File: src/core/afs_pkg.sv
// Shared constants and types for the serial mode control block.
package afs_pkg;
    // Control register indices, eight registers of eight bits.
    localparam logic [2:0] REG_A = 3'h0;
    localparam logic [2:0] REG_B = 3'h1;
    localparam logic [2:0] REG_C = 3'h2;
    localparam logic [2:0] REG_D = 3'h3;
    localparam logic [2:0] REG_F = 3'h5;
    localparam int NUM_REGS = 8;
    localparam logic [7:0] REG_RESET_VAL = 8'h00;
    // Field positions in control register A.
    localparam int A_MODE_SEL = 0;
    localparam int A_MIXED = 1;
    localparam int A_SOFT_RST = 7;
    // Field positions in control register B.
    localparam int B_DR_LO = 0;
    localparam int B_SCD_LO = 2;
    localparam int B_MCD_LO = 4;
    // Field positions in control register C.
    localparam int C_GLOBAL_PWR = 0;
    localparam int C_REF_PWR = 5;
    // Channel power bit inside each nibble of registers D to F.
    localparam int CH_PWR_BIT = 3;
    // Timing counts.
    localparam int RESET_DM_CYCLES = 4;
    localparam int STARTUP_MCLK_CYCLES = 2070;
    localparam int SCLK_SLOW_DIV = 8;
    localparam int SAMPLE_SLOW_DIV = 2048;
    localparam int WORD_BITS = 16;
    localparam int NUM_CHANNELS = 6;
    localparam int MCD_MAX = 5;
    // Control word as it arrives on the serial input.
    typedef struct packed {
        logic ctrl_flag;
        logic rd_wr;
        logic [2:0] dev_addr;
        logic [2:0] reg_addr;
        logic [7:0] reg_data;
    } afs_ctrl_word_t;
    // Transmit state.
    typedef enum logic [1:0] {
        AFS_TX_IDLE,
        AFS_TX_LEAD,
        AFS_TX_SLOT
    } afs_tx_state_t;
endpackage : afs_pkg

File: src/core/afs_serial_ctrl.sv
// Serial port mode control of a six-channel sampling front end.
//
// How it works
// - Reset clears all registers, slowest clock rates.
// - Writing register A bit 7 resets registers.
// - Both resets last four divided-clock cycles.
// - Reset selects program mode; no valid samples.
// - First frame sync about 2070 clocks after reset.
// - Global power bit overrides; reference keeps own bit.
// - Register writes only in program or mixed mode.
// - Every transfer is one 16-bit word.
// - Program mode: address zero word is ours.
// - Nonzero address: decrement and forward word out.
// - Frame sync at slowest rate until B written.
// - Mode bit set, mixed clear: ignore input.
// - Data mode locks registers until hardware reset.
// - Mixed mode: input MSB set marks control.
// - Mixed mode: sample words go out MSB clear.
// - Mixed mode may be the first write.
// - Channel power changes in mixed, not data mode.
// - Frame sync high one bit before word.
// - Device drives the serial bit clock.
// - Register writes latch on serial clock falling edge.
// - Powered-down slot: no data, output released.
`timescale 1ns/100ps
`default_nettype none
module afs_serial_ctrl #(
    parameter int WIDTH = 16,
    parameter int DEPTH = 2
) (
    // Clock and reset.
    input wire logic core_clk,
    input wire logic rst,
    // Serial port pins.
    input wire logic port_enable_pin,
    input wire logic serial_in_line,
    input wire logic in_frame_sync,
    output logic serial_clk,
    output logic out_frame_sync,
    output logic serial_out_line,
    output logic serial_out_oe,
    // Converter sample stream.
    input wire logic adc_valid,
    input wire logic [WIDTH-1:0] adc_data,
    output logic adc_ready,
    // Configuration and status.
    output logic [8*afs_pkg::NUM_REGS-1:0] ctrl_regs,
    output logic [afs_pkg::NUM_CHANNELS-1:0] chan_power,
    output logic ref_power,
    output logic data_mode,
    output logic mixed_mode,
    output logic reset_busy
);
    localparam int PW = $clog2(DEPTH);

    // Master clock divide ratio from the divider field; unused codes give one.
    function automatic logic [2:0] mcd_ratio(input logic [2:0] code);
        return (code <= 3'h4) ? 3'(code + 3'h1) : 3'h1;
    endfunction : mcd_ratio
    // Registers, rate dividers, reset sequencer and startup delay.
    logic [7:0] cr_r [afs_pkg::NUM_REGS];
    logic [2:0] mdiv_r, sdiv_r, rst_cnt_r;
    logic [10:0] sdec_r;
    logic [11:0] start_cnt_r;
    logic dm_tick_r, bit_tick_r, sample_tick_r, busy_r, started_r, lock_r, serial_clk_r;
    // Receiver, two-entry buffer, transmitter, power and mode.
    logic rx_act_r, rx_done_r, fifo_push, fifo_pop, fwd_req, wr_req, soft_rst;
    logic [3:0] rx_cnt_r, tx_bit_r;
    logic [WIDTH-1:0] rx_sh_r, fifo_din, tx_sh_r;
    afs_pkg::afs_ctrl_word_t rx_word;
    logic [WIDTH-1:0] fifo_mem_r [DEPTH];
    logic [PW-1:0] fifo_wp_r, fifo_rp_r;
    logic [PW:0] fifo_cnt_r;
    afs_pkg::afs_tx_state_t tx_state_r;
    logic [2:0] tx_slot_r;
    logic [afs_pkg::NUM_CHANNELS-1:0] pwr_r;
    logic frame_pend_r, ref_r, fs_r, sdo_r, oe_r, mode_sel, mixed;
    assign mode_sel = cr_r[afs_pkg::REG_A][afs_pkg::A_MODE_SEL];
    assign mixed = cr_r[afs_pkg::REG_A][afs_pkg::A_MIXED];
    assign rx_word = rx_sh_r;

    // Divided master clock enable; ratio follows register B.
    always_ff @(posedge core_clk) begin
        dm_tick_r <= 1'b0;
        if (rst) begin
            mdiv_r <= 3'h0;
        end else if (mdiv_r + 3'h1 >= mcd_ratio(cr_r[afs_pkg::REG_B][afs_pkg::B_MCD_LO +: 3])) begin
            mdiv_r <= 3'h0;
            dm_tick_r <= 1'b1;
        end else begin
            mdiv_r <= mdiv_r + 3'h1;
        end
    end

    // Bit rate and sample rate enables, both counted in divided clocks.
    // A zeroed register B leaves the slowest ratios in force.
    always_ff @(posedge core_clk) begin
        bit_tick_r <= 1'b0;
        sample_tick_r <= 1'b0;
        if (rst) begin
            sdiv_r <= 3'h0;
            sdec_r <= 11'h000;
        end else if (dm_tick_r) begin
            if (sdiv_r >= 3'((afs_pkg::SCLK_SLOW_DIV >> cr_r[afs_pkg::REG_B][afs_pkg::B_SCD_LO +: 2]) - 1)) begin
                sdiv_r <= 3'h0;
                bit_tick_r <= 1'b1;
            end else begin
                sdiv_r <= sdiv_r + 3'h1;
            end
            if (sdec_r >= 11'((afs_pkg::SAMPLE_SLOW_DIV >> cr_r[afs_pkg::REG_B][afs_pkg::B_DR_LO +: 2]) - 1)) begin
                sdec_r <= 11'h000;
                sample_tick_r <= 1'b1;
            end else begin
                sdec_r <= sdec_r + 11'h001;
            end
        end
    end

    // Reset sequencer: hardware or software reset holds for four divided clocks.
    always_ff @(posedge core_clk) begin
        if (rst) begin
            rst_cnt_r <= 3'h0;
            busy_r <= 1'b1;
        end else if (soft_rst) begin
            rst_cnt_r <= 3'h0;
            busy_r <= 1'b1;
        end else if (busy_r && dm_tick_r) begin
            rst_cnt_r <= rst_cnt_r + 3'h1;
            busy_r <= (rst_cnt_r + 3'h1) < 3'(afs_pkg::RESET_DM_CYCLES);
        end
    end

    // Startup delay before the first output frame after the reset pin falls.
    always_ff @(posedge core_clk) begin
        if (rst) begin
            start_cnt_r <= 12'h000;
            started_r <= 1'b0;
        end else if (!started_r) begin
            start_cnt_r <= start_cnt_r + 12'h001;
            started_r <= (start_cnt_r + 12'h001) >= 12'(afs_pkg::STARTUP_MCLK_CYCLES);
        end
    end

    // Output bit clock: a high pulse per bit, inputs taken as it falls.
    // At the fastest ratio the pulses merge and the line stays high.
    always_ff @(posedge core_clk) begin
        if (rst) begin
            serial_clk_r <= 1'b0;
        end else begin
            serial_clk_r <= bit_tick_r;
        end
    end

    // Receiver: sixteen bits after an input frame sync, back to back allowed.
    always_ff @(posedge core_clk) begin
        rx_done_r <= 1'b0;
        if (rst) begin
            rx_act_r <= 1'b0;
            rx_cnt_r <= 4'h0;
            rx_sh_r <= '0;
        end else if (serial_clk_r) begin
            if (rx_act_r) begin
                rx_sh_r <= {rx_sh_r[WIDTH-2:0], serial_in_line};
                rx_cnt_r <= rx_cnt_r + 4'h1;
                if (rx_cnt_r == 4'(afs_pkg::WORD_BITS - 1)) begin
                    rx_done_r <= 1'b1;
                    rx_act_r <= in_frame_sync;
                end
            end else if (in_frame_sync) begin
                rx_act_r <= 1'b1;
                rx_cnt_r <= 4'h0;
            end
        end
    end

    // Word decode: program mode takes all words, mixed mode only flagged ones.
    always_comb begin
        wr_req = 1'b0;
        fwd_req = 1'b0;
        if (rx_done_r && !busy_r && !lock_r && (!mode_sel || (mixed && rx_word.ctrl_flag))) begin
            wr_req = rx_word.dev_addr == 3'h0;
            fwd_req = rx_word.dev_addr != 3'h0;
        end
    end
    assign soft_rst = wr_req && rx_word.reg_addr == afs_pkg::REG_A && rx_word.reg_data[afs_pkg::A_SOFT_RST];

    // Control registers; mixed mode may be chosen by the very first write.
    always_ff @(posedge core_clk) begin
        if (rst || soft_rst) begin
            for (int i = 0; i < afs_pkg::NUM_REGS; i++) begin
                cr_r[i] <= afs_pkg::REG_RESET_VAL;
            end
        end else if (wr_req) begin
            cr_r[rx_word.reg_addr] <= rx_word.reg_data;
        end
    end

    // Plain data mode locks the registers until the reset pin.
    always_ff @(posedge core_clk) begin
        if (rst) begin
            lock_r <= 1'b0;
        end else if (mode_sel && !mixed) begin
            lock_r <= 1'b1;
        end
    end

    // Effective power: global bit wins; reference keeps its own bit or any channel.
    // In data mode the lock freezes the power bits with the registers.
    always_ff @(posedge core_clk) begin
        if (rst) begin
            pwr_r <= '0;
            ref_r <= 1'b0;
        end else begin
            for (int c = 0; c < afs_pkg::NUM_CHANNELS; c++) begin
                pwr_r[c] <= cr_r[afs_pkg::REG_C][afs_pkg::C_GLOBAL_PWR]
                    || cr_r[afs_pkg::REG_D + 3'(c / 2)][afs_pkg::CH_PWR_BIT + 4 * (c % 2)];
            end
            ref_r <= cr_r[afs_pkg::REG_C][afs_pkg::C_GLOBAL_PWR]
                || cr_r[afs_pkg::REG_C][afs_pkg::C_REF_PWR]
                || ((cr_r[afs_pkg::REG_D] | cr_r[afs_pkg::REG_D + 3'h1] | cr_r[afs_pkg::REG_F])
                & (8'h11 << afs_pkg::CH_PWR_BIT)) != 8'h00;
        end
    end
    // Two-entry buffer: forwarded words take priority over samples.
    // Samples are taken only in data or mixed mode and held back when full.
    always_comb begin
        fifo_push = 1'b0;
        fifo_din = adc_data;
        if (fwd_req) begin
            fifo_push = fifo_cnt_r != (PW + 1)'(DEPTH);
            fifo_din = {rx_word.ctrl_flag, rx_word.rd_wr, rx_word.dev_addr - 3'h1,
                rx_word.reg_addr, rx_word.reg_data};
        end else if (adc_valid && adc_ready) begin
            fifo_push = 1'b1;
            fifo_din = mixed ? {1'b0, adc_data[WIDTH-2:0]} : adc_data;
        end
    end
    always_ff @(posedge core_clk) begin
        if (rst) begin
            fifo_wp_r <= '0;
            fifo_rp_r <= '0;
            fifo_cnt_r <= '0;
        end else begin
            if (fifo_push) begin
                fifo_mem_r[fifo_wp_r] <= fifo_din;
                fifo_wp_r <= (fifo_wp_r == PW'(DEPTH - 1)) ? '0 : fifo_wp_r + PW'(1);
            end
            if (fifo_pop) begin
                fifo_rp_r <= (fifo_rp_r == PW'(DEPTH - 1)) ? '0 : fifo_rp_r + PW'(1);
            end
            fifo_cnt_r <= fifo_cnt_r + (PW + 1)'(fifo_push) - (PW + 1)'(fifo_pop);
        end
    end
    // Ready is registered: high one cycle after a pop frees room, and low while a word is decoded,
    // so that a forwarded word never meets a sample that was already handed over.
    always_ff @(posedge core_clk) begin
        if (rst) begin
            adc_ready <= 1'b0;
        end else begin
            adc_ready <= mode_sel && !busy_r
                && !(serial_clk_r && rx_act_r && rx_cnt_r == 4'(afs_pkg::WORD_BITS - 1))
                && (fifo_cnt_r + (PW + 1)'(fifo_push) - (PW + 1)'(fifo_pop)) < (PW + 1)'(DEPTH);
        end
    end
    // Slot activity: program mode sends one word, else powered channels only.
    function automatic logic slot_on(input logic [2:0] s, input logic ms,
                                     input logic [afs_pkg::NUM_CHANNELS-1:0] p);
        return ms ? p[s] : (s == 3'h0);
    endfunction : slot_on
    assign fifo_pop = bit_tick_r && fifo_cnt_r != '0 && slot_on(tx_slot_r, mode_sel, pwr_r)
        && ((tx_state_r == afs_pkg::AFS_TX_LEAD)
        || (tx_state_r == afs_pkg::AFS_TX_SLOT && tx_bit_r == 4'hf
        && tx_slot_r != 3'(afs_pkg::NUM_CHANNELS - 1) && slot_on(tx_slot_r + 3'h1, mode_sel, pwr_r)));

    // Frame request as the startup delay ends, then on each sample tick while enabled.
    always_ff @(posedge core_clk) begin
        if (rst) begin
            frame_pend_r <= 1'b0;
        end else if (port_enable_pin && !busy_r && ((sample_tick_r && started_r)
            || start_cnt_r == 12'(afs_pkg::STARTUP_MCLK_CYCLES - 1))) begin
            frame_pend_r <= 1'b1;
        end else if (bit_tick_r && tx_state_r == afs_pkg::AFS_TX_IDLE) begin
            frame_pend_r <= 1'b0;
        end
    end
    // Transmitter: lead bit with frame sync, then one word per slot.
    // The slot index points at the slot about to be loaded while in the lead bit.
    always_ff @(posedge core_clk) begin
        if (rst) begin
            tx_state_r <= afs_pkg::AFS_TX_IDLE;
            tx_slot_r <= 3'h0;
            tx_bit_r <= 4'h0;
            tx_sh_r <= '0;
            fs_r <= 1'b0;
            sdo_r <= 1'b0;
            oe_r <= 1'b0;
        end else if (bit_tick_r) begin
            fs_r <= 1'b0;
            unique case (tx_state_r)
                afs_pkg::AFS_TX_IDLE: begin
                    oe_r <= 1'b0;
                    if (frame_pend_r) begin
                        tx_state_r <= afs_pkg::AFS_TX_LEAD;
                        tx_slot_r <= 3'h0;
                        fs_r <= slot_on(3'h0, mode_sel, pwr_r);
                    end
                end
                afs_pkg::AFS_TX_LEAD: begin
                    tx_state_r <= afs_pkg::AFS_TX_SLOT;
                    tx_bit_r <= 4'h0;
                    tx_sh_r <= {(fifo_pop ? fifo_mem_r[fifo_rp_r][WIDTH-2:0] : '0), 1'b0};
                    sdo_r <= fifo_pop ? fifo_mem_r[fifo_rp_r][WIDTH-1] : 1'b0;
                    oe_r <= slot_on(3'h0, mode_sel, pwr_r);
                end
                afs_pkg::AFS_TX_SLOT: begin
                    if (tx_bit_r == 4'hf) begin
                        if (tx_slot_r == 3'(afs_pkg::NUM_CHANNELS - 1) || !mode_sel) begin
                            tx_state_r <= afs_pkg::AFS_TX_IDLE;
                            oe_r <= 1'b0;
                        end else begin
                            tx_slot_r <= tx_slot_r + 3'h1;
                            tx_bit_r <= 4'h0;
                            tx_sh_r <= {(fifo_pop ? fifo_mem_r[fifo_rp_r][WIDTH-2:0] : '0), 1'b0};
                            sdo_r <= fifo_pop ? fifo_mem_r[fifo_rp_r][WIDTH-1] : 1'b0;
                            oe_r <= slot_on(tx_slot_r + 3'h1, mode_sel, pwr_r);
                        end
                    end else begin
                        tx_bit_r <= tx_bit_r + 4'h1;
                        sdo_r <= tx_sh_r[WIDTH-1];
                        tx_sh_r <= {tx_sh_r[WIDTH-2:0], 1'b0};
                        // Back to back: sync rides on the last bit of the word.
                        fs_r <= tx_bit_r == 4'he && mode_sel
                            && tx_slot_r != 3'(afs_pkg::NUM_CHANNELS - 1)
                            && slot_on(tx_slot_r + 3'h1, mode_sel, pwr_r);
                    end
                end
            endcase
        end
    end

    // Register mirrors for the configuration and status outputs.
    always_ff @(posedge core_clk) begin
        if (rst) begin
            ctrl_regs <= '0;
            data_mode <= 1'b0;
            mixed_mode <= 1'b0;
        end else begin
            for (int i = 0; i < afs_pkg::NUM_REGS; i++) begin
                ctrl_regs[8*i +: 8] <= cr_r[i];
            end
            data_mode <= mode_sel;
            mixed_mode <= mode_sel && mixed;
        end
    end

    assign serial_clk = serial_clk_r;
    assign out_frame_sync = fs_r;
    assign serial_out_line = sdo_r;
    assign serial_out_oe = oe_r;
    assign chan_power = pwr_r;
    assign ref_power = ref_r;
    assign reset_busy = busy_r;
endmodule : afs_serial_ctrl
`default_nettype wire

File: config.mk
export PLATFORM = sky130hd
export DESIGN_NAME = afs_serial_ctrl
export DESIGN_NICKNAME = d
export VERILOG_FILES = /design/src/core/afs_pkg.sv /design/src/core/afs_serial_ctrl.sv
export SDC_FILE = /design/constraint.sdc
export NUM_CORES = 1
export LEC_CHECK = 0
export BUFFER_PORTS_ARGS = -buffer_cell sky130_fd_sc_hd__buf_2
export CAP_MARGIN = 20
export CORE_MARGIN = 4
export CORE_UTILIZATION = 40
export DETAILED_ROUTE_END_ITERATION = 8
export GPL_TIMING_DRIVEN = 0
export PLACE_DENSITY = 0.58
export RECOVER_POWER = 50
export SYNTH_ARGS = -nofsm -noshare
export SYNTH_HDL_FRONTEND = slang
export SYNTH_SLANG_ARGS = --single-unit
File: constraint.sdc
create_clock -name core_clk -period 5.7 [get_ports core_clk]
set_input_delay 0.285 -clock core_clk [delete_from_list [all_inputs] [get_ports core_clk]]
set_output_delay 0.285 -clock core_clk [all_outputs]
set_load 0.05 [all_outputs]
* After elaboration in Yosys (flattened, before gate mapping) *
Memories as Yosys holds them, arrays and structs flattened. A register that Yosys moved wholly into a read port is not among the register bits.
Cells that the tools add are included.

storage, ports and cells
  register bits after elaboration = 104
  RAM bits = 96
  input bits = 22
  memories = 2

cells by class
  add/sub/neg operators = 16
  magnitude comparators = 9
  equal/unequal tests = 14
  shift operators = 2
  muxes and demuxes = 69
  bitwise logic cells = 5
  reductions and logical operators = 69

memories
  memory      depth  bits a word  read ports  clocked after memory_dff  write ports  RTL line               source
  cr_r        8      8            14          8                         8            afs_serial_ctrl.sv:61  logic [7:0] cr_r [afs_pkg::NUM_REGS];
  fifo_mem_r  2      16           1           1                         1            afs_serial_ctrl.sv:71  logic [WIDTH-1:0] fifo_mem_r [DEPTH];

operators with widths
  kind                                                         count
  two-way mux 16 bit                                           5
  two-way mux 1 bit                                            39
  case mux 16 bit (2 select lines)                             1
  logical AND 1 bit                                            28
  two-way mux 3 bit                                            6
  two-way mux 4 bit                                            4
  bitwise OR 8 bit                                             2
  adder 3 x 1 -> 3 bit (second input constant)                 5
  two-way mux 15 bit                                           1
  logical OR 1 bit                                             13
  adder 12 x 1 -> 12 bit (second input constant)               1
  equality test 12 bit (second input constant)                 1
  equality test 4 bit (second input constant)                  3
  greater-or-equal comparator 12 bit (second input constant)   1
  zero test 3 bit                                              4
  right shift 12 x 2 -> 11 bit (first input constant)          1
  adder 11 x 1 -> 11 bit (second input constant)               1
  greater-or-equal comparator 11 bit                           1
  two-way mux 11 bit                                           1
  subtractor 11 x 2 -> 11 bit (second input constant)          1
  nonzero test 2 bit                                           5
  adder 4 x 1 -> 4 bit (second input constant)                 2
  less-than comparator 3 x 4 -> 1 bit (second input constant)  2
  two-way mux 8 bit                                            1
  other kinds (35)                                             55

* Longest topological paths before layout *
Gate-level depths: netlist (run 1).

  depth after elaboration = 12
  depth in mapped cells = 13

* Worst setup path after synthesis (run 1) *
Ideal clock, no wire load.

  kind = register to register
  start = register busy_r (netlist: reset_busy)
  end = memory fifo_mem_r[0][0], enable pin
  setup time = 0.413 ns
  arrival = 3.046 ns
  data required time = 5.287 ns
  setup slack = 2.241 ns
  stages on the path, launching flop included = 6
  cell sequence = dfxtp_1 -> or3b_2 -> nor3b_1 -> buf_2 -> mux2i_1 -> nor3b_1

on the way
  cells in the longest elaborated chain, start to end = 9

RTL lines
  what                                     RTL line                source
  start: declaration                       afs_serial_ctrl.sv:65   logic dm_tick_r, bit_tick_r, sample_tick_r, busy_r, started_r, lock_r, serial_clk_r;
  start signal: assignment                 afs_serial_ctrl.sv:129  busy_r <= (rst_cnt_r + 3'h1) < 3'(afs_pkg::RESET_DM_CYCLES);
  zero test 1 bit                          afs_serial_ctrl.sv:180  if (rx_done_r && !busy_r && !lock_r && (!mode_sel || (mixed && rx_word.ctrl_flag))) begin
  logical AND 1 bit (3 in a row)           afs_serial_ctrl.sv:180
  two-way mux 1 bit                        afs_serial_ctrl.sv:180
  two-way mux 1 bit                        afs_serial_ctrl.sv:229  if (fwd_req) begin
  via fifo_push                            afs_serial_ctrl.sv:67   logic rx_act_r, rx_done_r, fifo_push, fifo_pop, fwd_req, wr_req, soft_rst;
  two-way mux 1 bit                        afs_serial_ctrl.sv:244  if (fifo_push) begin
  two-way mux 1 bit                        afs_serial_ctrl.sv:239  if (rst) begin
  two-way mux 1 bit (not written as such)  afs_serial_ctrl.sv:245  fifo_mem_r[fifo_wp_r] <= fifo_din;
  end: declaration                         afs_serial_ctrl.sv:71

The timed path passes the listed nets, and every way through them passes these cells.

==> results of run 1 <==
==> cells in the mapped netlist (3+ instances only) <==
cell,count,area [um2]
a31oi_1,6,37.5
xnor2_1,16,140
a21o_1,19,143
o31a_1,3,26.3
or2_2,6,37.5
buf_4,3,22.5
o2111a_1,3,33.8
buf_2,4,20.0
nand2_1,65,244
a21oi_1,66,330
mux2_2,18,203
nand4_1,14,87.6
clkbuf_1,43,161
nor3_1,11,55.1
and3_1,4,25.0
nor4_1,3,18.8
nand3_1,19,95.1
xor2_1,17,149
mux2i_1,25,250
inv_1,28,105
dfxtp_1,167,3340
buf_6,3,33.8
o21ai_0,34,170
nor2b_1,67,419
a211oi_1,4,30.0
nor2_1,70,263
edfxtp_1,96,2880
and2_1,68,425
nor3b_1,3,22.5
a22oi_1,5,37.5
nand2b_1,17,106
ha_1,32,400
==> worst paths after layout <==
path / to / depth (start not counted)
worst max-delay path: fifo_mem_r[0][10] / 7
worst min register to register: ctrl_regs[44] / 1
worst max register to register: fifo_mem_r[0][10] / 7
worst min-delay path: fifo_mem_r[1][6] / 2
==> where the power goes <==
group	internal, mW	switching (mW)	leakage (nW)
Combinational	0.114	0.256	1.90
Clock	1.13	0.728	0.470
Sequential	2.03	0.0458	2.26
Total	3.27	1.03	4.63
==> sequential cells by signal, indices dropped and copies added, names as in the netlist, 2 cells and up, named ones only <==
name / cells
start_cnt_r: 12
rst_cnt_r: 3
chan_power: 6
fifo_mem_r: 32
rx_cnt_r: 4
tx_sh_r: 15
ctrl_regs: 64
sdiv_r: 3
fifo_cnt_r: 2
mdiv_r: 3
tx_slot_r: 3
cr_r: 64
tx_bit_r: 4
sdec_r: 11
tx_state_r: 2
rx_sh_r: 16
==> metal layers <==
layer | global-route usage | wire, um | vias up
li1 | - | - | 3622
met1 | 0.237 | 11800 | 3541
met2 | 0.259 | 10900 | 162
met3 | 0.0220 | 1110 | 36
met4 | 0.0396 | 521 | 0
met5 | 0 | 0 | -
==> layout make-up <==
class | count | area [um2]
Sequential cell | 263 | 6230
Timing Repair Buffer | 107 | 455
Multi-Input combinational cell | 629 | 4060
Clock inverter | 11 | 169
Clock buffer | 39 | 781
Inverter | 28 | 105
Tap cell | 335 | 419
Buffer | 55 | 243
Fill cell | 2498 | 13700
==> kinds of logic (layout without fill, tap and decap cells) <==
| kind of cell | Yosys count | after routing | synth area share |
|---|---|---|---|
| other | 1 | 1 | 0.000353 |
| AO/OA/AOI/OAI | 158 | 158 | 0.0917 |
| adder cells (fa/ha/maj) | 32 | 32 | 0.0377 |
| buffers and inverters | 83 | 240 | 0.0330 |
| multiplexers | 44 | 44 | 0.0440 |
| XOR/XNOR | 33 | 33 | 0.0272 |
| AND/OR/NAND/NOR | 361 | 361 | 0.180 |
| flip-flops | 263 | 263 | 0.586 |
==> repair_timing <==
item	in CTS	in global routing
hold endpoints to repair	1	0
hold buffers	1	0
setup buffers	0	0
==> results.toml, run 1 <==
[status]
status = "complete, no violations"

[routing]
route.detailed.drc = 0
drtIter0Drc = 468
viasPerCell = 5.02
drt-total-wl_um = 24300
dr.pass1.iters = 7
vias = 7361
wl_per_cell_um = 16.6
drtAntennaViolNets = 0

[synthesis]
synth_edf_count = 96
synth_cell_type_count = 58
ys_ff_latch = 263
yosysSeqAreaShare = 0.586
yosys_warnings = 0
synth_cells = 975
synth_flop_cell = "dfxtp_1"
synth.cell_area_mm2 = 0.0106
synth_fp_nets = 1029
async_flop_share = 0
avgSynthCellArea_um2 = 10.9

[timing]
finalCritPeriodShare = 0.595
setup_viol = 0
whs_ns = 0.0546
slew_violations = 0
fin_crit_ns = 3.39
clock.fmax_mhz = 295
rsz0062_at_grt = "false"
tightest_slew_ns = 0.947
hold_viol_final = 0
skew_ns = 0.0143
setup_tns_ns = 0
slew_headroom = 0.364
worst_slack_ns = 2.31

[critical_path]
start_kind = "register"
cp.required_ns = 5.95
crit_start = "cr_r[0][0]"
cp_slowest_cell = "nor3b_2"
crit_path_end_kind = "register"
rrSetupSlack_ns = 2.31
critPathTopFamily = "buffers and inverters"
r2r_start = "cr_r[0][0]"
cp_num_buf_inv = 3
slowest_delay_ns = 0.69
path_class = "reg2reg"
cp_max_fo = 10
crit_top_cell = "clkbuf_1"
crit_chain = "clkbuf_1 -> a21boi_0 -> nor3b_1 -> clkbuf_1 -> mux2i_1 -> nor3b_2 -> buf_6"
cp.arrival_ns = 3.64

[final_layout]
drive_gt1_frac = 0.0919
fin_cells = 1467
syn_to_final_growth_pct = 17.2
final_cell_mix = "dfxtp_1 (167), clkbuf_1 (132), edfxtp_1 (96)"
final_common_cell = "dfxtp_1"
fin_nets = 1165
post-route-cell-area_mm2 = 0.0125
n_antenna_cell = 0
post-route-util = 0.477

[global_routing]
grt_pass1_vias = 7131
grt_usage = 0.163
grt_first_pass_wirelength_um = 38000
antenna_found_initial = 2
grt-ovfl-total = 0
grt_max_degree = 17

[worst_hold_path]
worstHoldPathType = "in2reg"
hold_start = "adc_data[6]"

[clock_tree]
clock_path_buffers = 3
cts_buffers = 27
cts_max_level = 1
cts_tree = "yes"
clkTransAtPathRegs_ns = 0.07
cts-resized-gates = 0
clock-sinks = 263
clock_latency_ns = 0.55
clock-root-buffer = "clkbuf_16"

[placement]
gp_congestion = 0.822
dp_slack_ns = 2.37
port_buffers = 99
dp_hpwl_um = 17100
place_area_mm2 = 0.0116
place_inst = 1412

[pwr]
p_leak_nw = 4.63
irDropWorstVdd_uv = 182
p_total_mw = 4.30
power.density_mw_per_mm2 = 346

[die]
die_y_um = 171
die_w_um = 171
die_area_mm2 = 0.0292
initial_core_util = 0.407
core_area_mm2 = 0.0261
rows = 59
io_pins = 101

[job]
drv_cap = 0
Power figures use the tool's default switching activity.
==> run 2, diff against run 1 <==
- PLACE_DENSITY: 0.58 -> 0.6
- clock period: 5.7 -> 2.75 ns (I/O delays scaled with it)
==> run 2 against run 1 <==
Effect of this change:
- the run now ends with setup timing left
- first-iteration DRC count decreased by 17%
- setup slack worse by 2.3 ns
- critical path depth down 3
- sequential power up 110%
- maximum frequency grew 23%
- clock skew shrank 0.0046 ns
- cell area rose by 1.6%
- wire length fell by 0.69%
- die area did not move
- clock power grew 100%
- clock-buffer cell count shrank 6
- via count is 0.23% lower
- critical path type unchanged
- largest cell class unchanged
==> results.toml, run 2 (same netlist as run 1, synthesis figures left out) <==
[placement]
dp_slack_ns = -0.484
place_inst = 1410
port_buffers = 99
gp_congestion = 0.790
dp_hpwl_um = 16800

[clock_tree]
cts_buffers = 27
clkTransAtPathRegs_ns = 0.06
clock_latency_ns = 0.52
cts_tree = "yes"
clock_path_buffers = 3
clock-sinks = 263
clock-root-buffer = "clkbuf_16"
cts_max_level = 1

[routing]
drtAntennaViolNets = 0
wl_per_cell_um = 16.3
viasPerCell = 4.97
vias = 7344
dr.pass1.iters = 5
drtIter0Drc = 387
route.detailed.drc = 0
drt-total-wl_um = 24100

[die]
io_pins = 101
die_y_um = 171
core_area_mm2 = 0.0261
die_area_mm2 = 0.0292
initial_core_util = 0.407
die_w_um = 171
rows = 59

[final_layout]
n_antenna_cell = 0
final_cell_mix = "dfxtp_1 (165), clkbuf_1 (126), edfxtp_1 (96)"
fin_cells = 1479
final_common_cell = "dfxtp_1"
reg_top3 = "cr_r (64), ctrl_regs (64), fifo_mem_r (32)"
fin_nets = 1177
drive_gt1_frac = 0.108
syn_to_final_growth_pct = 19.1

[timing]
worst_slack_ns = -0.00374
fin_crit_ns = 2.75
setup_tns_ns = -0.0176
hold_viol_final = 0
tightest_slew_ns = 0.910
finalCritPeriodShare = 1.00
skew_ns = 0.00963
rsz0062_at_grt = "true"
slew_violations = 0
setup_viol = 6
slew_headroom = 0.393
clock.fmax_mhz = 363

[critical_path]
path_class = "reg2reg"
cp.required_ns = 2.90
crit_path_end_kind = "register"
start_kind = "register"
crit_start = "reset_busy"
r2r_start = "reset_busy"
cp_max_fo = 8
rrSetupSlack_ns = -0.004
cp.arrival_ns = 2.91

[global_routing]
antenna_found_initial = 0
grt_usage = 0.162
grt_pass1_vias = 7085
grt_max_degree = 17
grt-ovfl-total = 0
grt_first_pass_wirelength_um = 37600

[status]
failed_checks = "setup timing"
status = "finished with violations"

[pwr]
power.density_mw_per_mm2 = 696
irDropWorstVdd_uv = 445
p_leak_nw = 4.69

[worst_hold_path]
hold_start = "rst"
worstHoldPathType = "in2reg"

[job]
drv_cap = 0
[run 2: changes by cell type in the layout (fill, tap and decap cells not counted), sizes merged]
cell,before,now
dlygate4sd3,1,16
clkbuf,166,156
clkinv,6,10
clkinvlp,0,2
buf,34,35
[run 2: final cells by class]
class	instances	area [um2]
plain buffers	55	250
clock buffers	33	718
clock inverters	17	191
fillers	2473	13500
inverters	28	105
multi-input cells	629	4140
flip-flops and latches	263	6230
well taps	335	419
repair buffers	119	601
[run 2: power by group]
part | internal, mW | total (mW) | switching (mW)
Combinational | 0.250 | 0.775 | 0.525
Clock | 2.23 | 3.73 | 1.50
Sequential | 4.20 | 4.30 | 0.0983
Total | 6.68 | 8.81 | 2.12
[run 2: through the flow]
stage | power (mW) | hold WS, ns | utilization | cell area, um2
6_report | 8.81 | 0.0498 | 0.484 | 12700
5_1_grt | 9.12 | 0.0312 | 0.484 | 12700
4_1_cts | 8.91 | 0.00669 | 0.487 | 12700
3_5_place_dp | 5.16 | 0.422 | 0.442 | 11600
3_3_place_gp | 5.15 | 0.421 | 0.442 | 11600
2_1_floorplan | 4.94 | 0.274 | - | 10600
[run 2: repair_timing]
item,in CTS,in global routing
pin swaps,5,5
hold buffers,16,0
setup endpoints to repair,91,72
resized for setup,19,9
hold endpoints to repair,29,0
setup buffers,2,1
[run 2: per-layer routing]
metal,wire [um],up-vias,track usage
li1,-,3654,-
met1,11400,3482,0.226
met2,11000,172,0.266
met3,1210,36,0.0229
met4,555,0,0.0441
met5,0,-,0
[run 2: path summary, 6_finish.rpt]
| check | endpoint | cells after the start |
|---|---|---|
| min reg2reg | ctrl_regs[7] | 1 |
| max | cr_r[4][2] | 4 |
| max reg2reg | cr_r[4][2] | 4 |
| min | ctrl_regs[43] | 2 |
[run 2: critical path, cell delays in order (launching register included)]
cell and delay (ns):
dfxtp_1 0.41, or3b_2 0.51, nor4_1 0.36, nand3_1 0.39
o21ai_1 0.70
